**config.mk**
```make
export PLATFORM = sky130hd
export DESIGN_NAME = gfx_decode
export DESIGN_NICKNAME = d
export VERILOG_FILES = /design/src/rtl/gfx_decode_pkg.sv /design/src/rtl/gfx_decode.sv
export SDC_FILE = /design/constraint.sdc
export NUM_CORES = 1
export LEC_CHECK = 0
export BUFFER_PORTS_ARGS = -buffer_cell sky130_fd_sc_hd__clkbuf_2
export CELL_PAD_IN_SITES_DETAIL_PLACEMENT = 1
export CELL_PAD_IN_SITES_GLOBAL_PLACEMENT = 2
export CORE_AREA = 2 2 62 78
export DETAILED_ROUTE_END_ITERATION = 10
export DIE_AREA = 0 0 64 80
export PLACE_DENSITY_LB_ADDON = 0.12
export SETUP_SLACK_MARGIN = 0.05
export SYNTH_ARGS = -nofsm -noshare
export SYNTH_HDL_FRONTEND = slang
export SYNTH_SLANG_ARGS = --single-unit
```
**constraint.sdc**
```tcl
create_clock -name clk_sys -period 1.6 [get_ports clk_sys]
set_input_delay 0.16 -clock clk_sys [delete_from_list [all_inputs] [get_ports clk_sys]]
set_output_delay 0.16 -clock clk_sys [all_outputs]
set_load 0.03 [all_outputs]
```
**src/rtl/gfx_decode_pkg.sv**
```systemverilog
// Constants and types for the graphics instruction decoder
package gfx_decode_pkg;
	// Upper byte patterns with the source extension bit masked off
	localparam logic [6:0] up_add = 7'h70;
	localparam logic [6:0] up_sub = 7'h71;
	localparam logic [6:0] up_cmp = 7'h72;
	localparam logic [6:0] up_window = 7'h73;
	localparam logic [6:0] up_convert = 7'h74;
	localparam logic [6:0] up_copy_x = 7'h76;
	localparam logic [6:0] up_copy_y = 7'h77;
	localparam logic [6:0] up_pix_wr_xy = 7'h78;
	localparam logic [6:0] up_pix_rd_xy = 7'h79;
	localparam logic [6:0] up_pix_cp_xy = 7'h7a;
	localparam logic [6:0] up_draw_adv = 7'h7b;
	localparam logic [6:0] up_pix_wr_lin = 7'h7c;
	localparam logic [6:0] up_pix_rd_lin = 7'h7d;
	localparam logic [6:0] up_pix_cp_lin = 7'h7e;
	// Full upper byte for array and line opcodes
	localparam logic [7:0] up_array = 8'h0f;
	localparam logic [7:0] up_line = 8'hdf;
	// Low byte patterns
	localparam logic [7:0] lo_fill_lin = 8'hc0;
	localparam logic [7:0] lo_fill_xy = 8'he0;
	localparam logic [7:0] lo_blt_bin_lin = 8'h80;
	localparam logic [7:0] lo_blt_bin_xy = 8'ha0;
	localparam logic [7:0] lo_blt_lin_lin = 8'h00;
	localparam logic [7:0] lo_blt_lin_xy = 8'h20;
	localparam logic [7:0] lo_blt_xy_lin = 8'h40;
	localparam logic [7:0] lo_blt_xy_xy = 8'h60;
	localparam logic [6:0] lo_line = 7'h1a;
	// Minimum cycle counts
	localparam logic [3:0] cyc_one = 4'h1;
	localparam logic [3:0] cyc_three = 4'h3;
	localparam logic [3:0] cyc_four = 4'h4;
	localparam logic [3:0] cyc_six = 4'h6;
	localparam logic [3:0] cyc_none = 4'h0;
	// Flag mask bits: negative, carry, zero, overflow
	localparam logic [3:0] flg_nczv = 4'hf;
	localparam logic [3:0] flg_v = 4'h1;
	localparam logic [3:0] flg_none = 4'h0;

	typedef enum logic [4:0] {
		op_none = 5'b00000,
		op_coord_pair_add = 5'b00001,
		op_coord_pair_subtract = 5'b00010,
		op_coord_pair_compare = 5'b00011,
		op_window_compare = 5'b00100,
		op_coord_to_linear_convert = 5'b00101,
		op_copy_horizontal_half = 5'b00110,
		op_copy_vertical_half = 5'b00111,
		op_fill_linear = 5'b01000,
		op_fill_xy = 5'b01001,
		op_line_draw = 5'b01010,
		op_draw_advance = 5'b01011,
		op_blk_bin_lin = 5'b01100,
		op_blk_bin_xy = 5'b01101,
		op_blk_lin_lin = 5'b01110,
		op_blk_lin_xy = 5'b01111,
		op_blk_xy_lin = 5'b10000,
		op_blk_xy_xy = 5'b10001,
		op_single_pixel_move_wr_lin = 5'b10010,
		op_single_pixel_move_wr_xy = 5'b10011,
		op_single_pixel_move_rd_lin = 5'b10100,
		op_single_pixel_move_rd_xy = 5'b10101,
		op_single_pixel_move_cp_lin = 5'b10110,
		op_single_pixel_move_cp_xy = 5'b10111
	} gfx_op_t;
endpackage

```
**src/rtl/gfx_decode.sv**
```systemverilog
// Graphics instruction group decoder
`timescale 1ns/1ps
// Operation
// - Register forms: source bits 8:5, file select bit 4, destination bits 3:0
// - Upper 1110000x decodes coordinate pair add, one word, 1 cycle, NCZV
// - Upper 1110001x decodes coordinate pair subtract, one word, 1 cycle, NCZV
// - Upper 1110010x decodes coordinate pair compare, 3 cycles, NCZV
// - Upper 1110100x decodes XY to linear convert, 3 cycles, flags untouched
// - Upper 1110110x copies horizontal half, one word, 1 cycle
// - Upper 1110111x copies vertical half, one word, 1 cycle
// - Upper 0x0f with low c0 linear fill, e0 XY fill; XY may set V
// - Upper 0xdf with low Z0011010 is line draw; Z is option; may set V
// - Upper 0x0f low 80/a0 binary source block copy; XY form may set V
// - Upper 0x0f low 00/20 linear source block copy; XY form may set V
// - Upper 0x0f low 40/60 XY source block copy; XY form may set V
// - 1111100x pixel write to linear indirect; 1111000x XY form may set V
// - 1111101x pixel read from linear indirect, minimum 4 cycles
// - 1111001x pixel read from XY indirect, minimum 6 cycles
// - 1111110x linear indirect pixel copy; XY indirect copy may set V
// - Fill, block, draw and pixel write/copy moves have variable length; pixel reads do not
module gfx_decode
	import gfx_decode_pkg::*;
(
	input wire logic clk_sys,
	input wire logic arst_n,
	input wire logic opcode_valid,
	input wire logic [15:0] opcode,
	output logic dec_valid,
	output gfx_op_t dec_op,
	output logic [3:0] src_reg,
	output logic [3:0] dst_reg,
	output logic file_sel,
	output logic draw_option,
	output logic [1:0] word_count,
	output logic [3:0] min_cycles,
	output logic variable_len,
	output logic [3:0] flags_affected,
	output logic gfx_group,
	output logic unrecognised
);
	wire [7:0] up = opcode[15:8];
	wire [7:0] lo = opcode[7:0];
	wire [6:0] up7 = opcode[15:9];
	wire reg_group = (up[7:4] == 4'he) || (up[7:4] == 4'hf);
	wire array_group = (up == up_array);
	wire line_group = (up == up_line);
	wire in_group = reg_group || array_group || line_group;

	gfx_op_t next_op;
	logic [3:0] next_cyc;
	logic [3:0] next_flags;
	logic next_var;

	always_comb begin
		next_op = op_none;
		next_cyc = cyc_none;
		next_flags = flg_none;
		next_var = 1'b0;
		if (reg_group) begin
			unique case (up7)
				up_add: begin
					next_op = op_coord_pair_add;
					next_cyc = cyc_one;
					next_flags = flg_nczv;
				end
				up_sub: begin
					next_op = op_coord_pair_subtract;
					next_cyc = cyc_one;
					next_flags = flg_nczv;
				end
				up_cmp: begin
					next_op = op_coord_pair_compare;
					next_cyc = cyc_three;
					next_flags = flg_nczv;
				end
				up_window: begin
					next_op = op_window_compare;
					next_cyc = cyc_one;
					next_flags = flg_v;
				end
				up_convert: begin
					next_op = op_coord_to_linear_convert;
					next_cyc = cyc_three;
				end
				up_copy_x: begin
					next_op = op_copy_horizontal_half;
					next_cyc = cyc_one;
				end
				up_copy_y: begin
					next_op = op_copy_vertical_half;
					next_cyc = cyc_one;
				end
				up_pix_wr_lin: begin
					next_op = op_single_pixel_move_wr_lin;
					next_var = 1'b1;
				end
				up_pix_wr_xy: begin
					next_op = op_single_pixel_move_wr_xy;
					next_var = 1'b1;
					next_flags = flg_v;
				end
				up_pix_rd_lin: begin
					next_op = op_single_pixel_move_rd_lin;
					next_cyc = cyc_four;
				end
				up_pix_rd_xy: begin
					next_op = op_single_pixel_move_rd_xy;
					next_cyc = cyc_six;
				end
				up_pix_cp_lin: begin
					next_op = op_single_pixel_move_cp_lin;
					next_var = 1'b1;
				end
				up_pix_cp_xy: begin
					next_op = op_single_pixel_move_cp_xy;
					next_var = 1'b1;
					next_flags = flg_v;
				end
				up_draw_adv: begin
					next_op = op_draw_advance;
					next_var = 1'b1;
					next_flags = flg_v;
				end
				default: next_op = op_none;
			endcase
		end else if (array_group) begin
			next_var = 1'b1;
			unique case (lo)
				lo_fill_lin: next_op = op_fill_linear;
				lo_fill_xy: begin
					next_op = op_fill_xy;
					next_flags = flg_v;
				end
				lo_blt_bin_lin: next_op = op_blk_bin_lin;
				lo_blt_bin_xy: begin
					next_op = op_blk_bin_xy;
					next_flags = flg_v;
				end
				lo_blt_lin_lin: next_op = op_blk_lin_lin;
				lo_blt_lin_xy: begin
					next_op = op_blk_lin_xy;
					next_flags = flg_v;
				end
				lo_blt_xy_lin: next_op = op_blk_xy_lin;
				lo_blt_xy_xy: begin
					next_op = op_blk_xy_xy;
					next_flags = flg_v;
				end
				default: begin
					next_op = op_none;
					next_var = 1'b0;
				end
			endcase
		end else if (line_group && lo[6:0] == lo_line) begin
			next_op = op_line_draw;
			next_var = 1'b1;
			next_flags = flg_v;
		end
	end

	wire next_known = (next_op != op_none);
	wire next_unrec = in_group && !next_known;
	wire has_regs = reg_group && next_known;

	always_ff @(posedge clk_sys or negedge arst_n) begin
		if (!arst_n) begin
			dec_valid <= 1'b0;
			dec_op <= op_none;
			src_reg <= 4'h0;
			dst_reg <= 4'h0;
			file_sel <= 1'b0;
			draw_option <= 1'b0;
			word_count <= 2'h0;
			min_cycles <= cyc_none;
			variable_len <= 1'b0;
			flags_affected <= flg_none;
			gfx_group <= 1'b0;
			unrecognised <= 1'b0;
		end else begin
			dec_valid <= opcode_valid && next_known;
			gfx_group <= opcode_valid && in_group;
			unrecognised <= opcode_valid && next_unrec;
			if (opcode_valid) begin
				dec_op <= next_op;
				src_reg <= has_regs ? opcode[8:5] : 4'h0;
				file_sel <= has_regs ? opcode[4] : 1'b0;
				dst_reg <= has_regs ? opcode[3:0] : 4'h0;
				draw_option <= (next_op == op_line_draw) ? lo[7] : 1'b0;
				word_count <= next_known ? 2'h1 : 2'h0;
				min_cycles <= next_cyc;
				variable_len <= next_var;
				flags_affected <= next_flags;
			end
		end
	end
endmodule

```
; After elaboration in Yosys (flattened, before gate mapping)
; Cells that the tools add are included.
[word_totals]
in_bits = 19
output_inout_bits = 29
register_bits = 29
[op_classes]
n_eq_ne = 27
n_reduce_logical = 19
muxes = 22
[ops]
columns = operator, n
row1 = $eq 7x7->1 const B, 14
row2 = $pmux 5 s14, 1
row3 = $eq 8x8->1 const B, 5
row4 = $pmux 5 s8, 1
row5 = $mux 4, 6
row6 = $eq 8x7->1 const B, 2
row7 = $pmux 3 s4, 1
row8 = $mux 1, 10
row9 = $mux 5, 2
row10 = $reduce_or 5->1, 2
row11 = $eq 4x4->1 const B, 2
row12 = $eq 8x4->1 const B, 1
row13 = $eq 8x6->1 const B, 1
row14 = $logic_not 8->1, 1
row15 = $pmux 4 s2, 1
row16 = $reduce_or 4->1, 2
row17 = $reduce_or 8->1, 1
row18 = $eq 7x5->1 const B, 1
row19 = $logic_and 1x1->1, 6
row20 = $eq 5x4->1 const B, 1
row21 = $reduce_bool 5->1, 1
row22 = $logic_or 1x1->1, 3
row23 = $reduce_or 3->1, 1
row24 = $reduce_or 2->1, 1
row25 = $logic_not 1->1, 1

; Depth between registers and ports, before layout
[depth]
ltp_word = 9
depth_mapped = 7
mapped_depth_nobuf = 5

; Worst setup path after synthesis
; Ideal clock, no wire load.
[synth_timing]
path_type = input -> register
start = input port opcode[10]
end = register dst_reg[0]
arrival_time_ps = 1270
path_stages = 7
setup_ps = 121
t_required_ps = 1479
n_path_buf = 2
slack_ps = 209
cell_sequence = buf_4 and4b_1 nand4_1 nand4_1 and3_1 buf_6 a22o_2
[synth_between]
elab_chain_cells = 8
elab_cells_between_ends = 24
classes_between = eq/ne (16) / mux (5) / reduce/logical (3)
[synth_lines]
columns = item, line_no
row1 = start: declaration, gfx_decode.sv:27  ; input wire logic [15:0] opcode,
row2 = $eq 8x8->1, gfx_decode.sv:46  ; wire line_group = (up == up_line);
row3 = $logic_and 1x1->1, gfx_decode.sv:154  ; end else if (line_group && lo[6:0] == lo_line) begin
row4 = $mux 4, gfx_decode.sv:154
row5 = $mux 5, gfx_decode.sv:126  ; end else if (array_group) begin
row6 = $mux 5 *, gfx_decode.sv:59  ; if (reg_group) begin
row7 = $reduce_bool 5->1 *, gfx_decode.sv:161  ; wire next_known = (next_op != op_none);
row8 = $logic_and 1x1->1 *, gfx_decode.sv:163  ; wire has_regs = reg_group && next_known;
row9 = $mux 4 *, gfx_decode.sv:187  ; dst_reg <= has_regs ? opcode[3:0] : 4'h0;
row10 = end signal: assignment, gfx_decode.sv:187
row11 = end: declaration, gfx_decode.sv:31  ; output logic [3:0] dst_reg,
; Mark *: on every way between the ends. The rest lies on a longest branch, timed or not.
; A chain may end at the register's enable or synchronous reset.

; Worst setup path after layout
[layout_timing]
start = input port opcode[14]
end = register src_reg[0]
[layout_between]
elab_chain_cells = 8
elab_cells_between_ends = 27
classes_between = eq/ne (18) / mux (5) / reduce/logical (4)
[layout_lines]
columns = item, line_no
row1 = $eq 8x8->1, gfx_decode.sv:46
row2 = $logic_and 1x1->1, gfx_decode.sv:154
row3 = $mux 4, gfx_decode.sv:154
row4 = $mux 5, gfx_decode.sv:126
row5 = $mux 5, gfx_decode.sv:59
row6 = $reduce_bool 5->1, gfx_decode.sv:161
row7 = $logic_and 1x1->1 *, gfx_decode.sv:163
row8 = $mux 4 *, gfx_decode.sv:185  ; src_reg <= has_regs ? opcode[8:5] : 4'h0;
row9 = end signal: assignment, gfx_decode.sv:185
row10 = end: declaration, gfx_decode.sv:30  ; output logic [3:0] src_reg,
; Marked as above.

==> results_dict.tcl <==
set metrics [dict create \
    outcome "finished clean" \
    die_h_um 80 \
    hold_violations 0 \
    finalSetupViolCount 0 \
    drc 0 \
    synth_top_area_share_pct 47.35 \
    layout.area.seq_um2 625.6 \
    grt_usage_pct 15.78 \
    hold-worst-slack_ns 0.1472 \
    multi_input_area_um2 604.3 \
    syn_avg_cell_area_um2 9.715 \
    syn-cell-area_um2 1321 \
    leakage_nw 0.8807 \
    drive_gt1_share_pct 39.79 \
    maxCapViolations 0 \
    area_delta_synth_final_pct 30.02 \
    fin_crit_sh_pct 85.03 \
    synthTopCellsByCount "dfrtp_1 (25), nor2_1 (16), a21oi_1 (10)" \
    wl_per_cell_um 15.06 \
    yosysSeqAreaShare_pct 47.35 \
    switching_share_pct 28.97 \
    clkLatencyLatePin_ns 0.27 \
    core-area_um2 4358 \
    cts_tree "built" \
    antenna_cells 0 \
    power_frac_comb_pct 19.3 \
    dr.pass1.iters 4 \
    cts_buffers 3 \
    synth_top_area_cell "dfrtp_1" \
    end_kind "register" \
    pwr-share-clk_pct 29.4 \
    slew_headroom_pct 56.73 \
    r2r_slack_ns 0.83 \
    ys_ff_latch 25 \
    cts_buffer_depth 2 \
    clk_pin_slew_ns 0.08 \
    ys.flop_type "dfrtp_1" \
    largest_register_ffs 5 \
    synth_edf_count 0 \
    hold_path_class "in2reg" \
    p_switching_w 0.0003742 \
    cp.required_ns 1.81 \
    n_fill_cell 522 \
    final_nets 211 \
    postRouteAntennaNets 0 \
    overflow 0 \
    tightest_slew_ns 0.6490 \
    netlist_instances 136 \
    r2r.worst_path.cells 1 \
    synth_async_sr_flop_share_pct 100.0 \
    clock-sinks 25 \
    htree_levels 1 \
    grt_pass1_wl_um 6348 \
    wirelength_um 3750 \
    timing.final.crit_period_ns 1.360 \
    ys_types 39 \
    vias_per_cell 4.968 \
    crit_arrival_ns 1.57 \
    rows 27 \
    portBuffers 45 \
    io_pins 48 \
    fin_skew_ns 0 \
    grt_max_degree 26 \
    power_frac_seq_pct 51.3 \
    synth.most_common_cell "dfrtp_1" \
    clockRootBuffer "clkbuf_8" \
    startpoint_type "primary input" \
    crit_type "in2reg" \
    dr.first_iter.drc_count 31 \
    crit_start "opcode[14]" \
    setup_tns_ns 0 \
    p_int_w 0.0009176 \
    ir_drop_v 0.0002534 \
    post_cts_buffers 0 \
    worst_slack_ns 0.2396 \
    place_ws_ns -0.04339 \
    die_area_um2 5120 \
    path_max_fanout 9 \
    yosysWarnings 0 \
    utilization_pct 39.42 \
    die_w_um 64 \
    power.density_nw_per_um2 752.0 \
    crit_end "src_reg[0]$_DFFE_PN0P_" \
    r2r-end "src_reg[0]$_DFFE_PN0P_" \
    yosys-top-cells-area "dfrtp_1 (47%), a22o_2 (6.8%), nor2_1 (4.5%), a21oi_1 (3.8%), buf_4 (2.8%)" \
    max_freq_mhz 735.1 \
    grt_pass1_vias 1293 \
    dp_hpwl_um 2993 \
    antenna_found_initial 0 \
    start_util_pct 30.32 \
    drv_slew 0 \
    vias 1237 \
    rsz0062_at_grt "false" \
    reg2reg_from "src_reg[0]$_DFFE_PN0P_" \
    gp_congestion 0.8102 \
]
## critical path, stage by stage
cell	delay (ns)
clkbuf_2	0.15
nand4_1	0.17
or3_1	0.40
nand4_1	0.11
and3_1	0.38
a22o_2	0.20
## worst min path at each step
| stage | startpoint | endpoint | slack [ns] | cells past startpoint |
|---|---|---|---|---|
| floorplan | arst_n | dec_op[0]$_DFFE_PN0P_ | -0.14 | 0 |
| global placement | arst_n | dst_reg[0]$_DFFE_PN0P_ | 0.20 | 1 |
| detailed placement | arst_n | dst_reg[0]$_DFFE_PN0P_ | 0.22 | 1 |
| CTS | opcode[3] | dst_reg[3]$_DFFE_PN0P_ | 0.14 | 2 |
| global route | opcode[8] | src_reg[3]$_DFFE_PN0P_ | 0.15 | 2 |
| finish | opcode[8] | src_reg[3]$_DFFE_PN0P_ | 0.15 | 2 |
## power groups by stage
stage                     Sequential, W  Clock (W)  Combinational [W]
final                          0.000662   0.000380           0.000249
after global routing           0.000665   0.000423           0.000276
after CTS                      0.000663   0.000398           0.000253
after detailed placement       0.000675          0           0.000250
after global placement         0.000674          0           0.000248
after floorplan                0.000717          0           0.000103
## layout make-up
class                           instances  share of cell area [%]
Clock buffer                            4                   2.622
Timing Repair Buffer                   63                   21.12
Multi-Input combinational cell         97                   35.18
Sequential cell                        25                   36.42
Tap cell                               58                   4.224
Inverter                                2                  0.4370
## metal layers
layer	global-route usage, %	up-vias	wire [um]
li1	-	604	-
met1	19.56	602	1607
met2	28.44	26	1965
met3	1.410	5	127
met4	5.217	0	49
met5	0	-	0
## layout by cell type (no fill, tap or decap), types with 2 or more instances in the layout
cell type,instances
nor3_1,5
and4b_1,2
a22o_2,9
xnor2_1,2
nor2b_1,5
dfrtp_1,25
nand2_1,8
clkbuf_2,45
o21ai_0,5
a21oi_1,10
nand4_1,6
a21o_1,2
a22o_1,2
nor2_1,16
clkbuf_8,3
buf_4,17
and4_1,2
a211oi_1,2
conb_1,2
and3_1,3
## through the flow
step / cell area (um2) / power (W) / instances
CTS: 1718 / 0.001314 / 249
finish: 1718 / 0.001292 / 249
detailed placement: 1663 / 0.0009256 / 244
global placement: 1663 / 0.0009221 / 244
floorplan: 1325 / 0.0008201 / 137
global route: 1718 / 0.001363 / 249
## repair_timing
action,CTS,global route
gates resized for setup,0,0
hold endpoints to repair,25,0
setup endpoints to repair,0,0
hold buffers,1,0
## cells by family after synthesis
kind of cell	Yosys count	share of synthesized area (%)
AOI/OAI and AO/OA	39	21.69
other	1	0.2838
xor gates and xnor gates	2	1.326
DFF	25	47.35
buffers and inverters	15	7.197
and+or+nand+nor	54	22.16
Note: power is estimated with default switching activity, not from simulation.
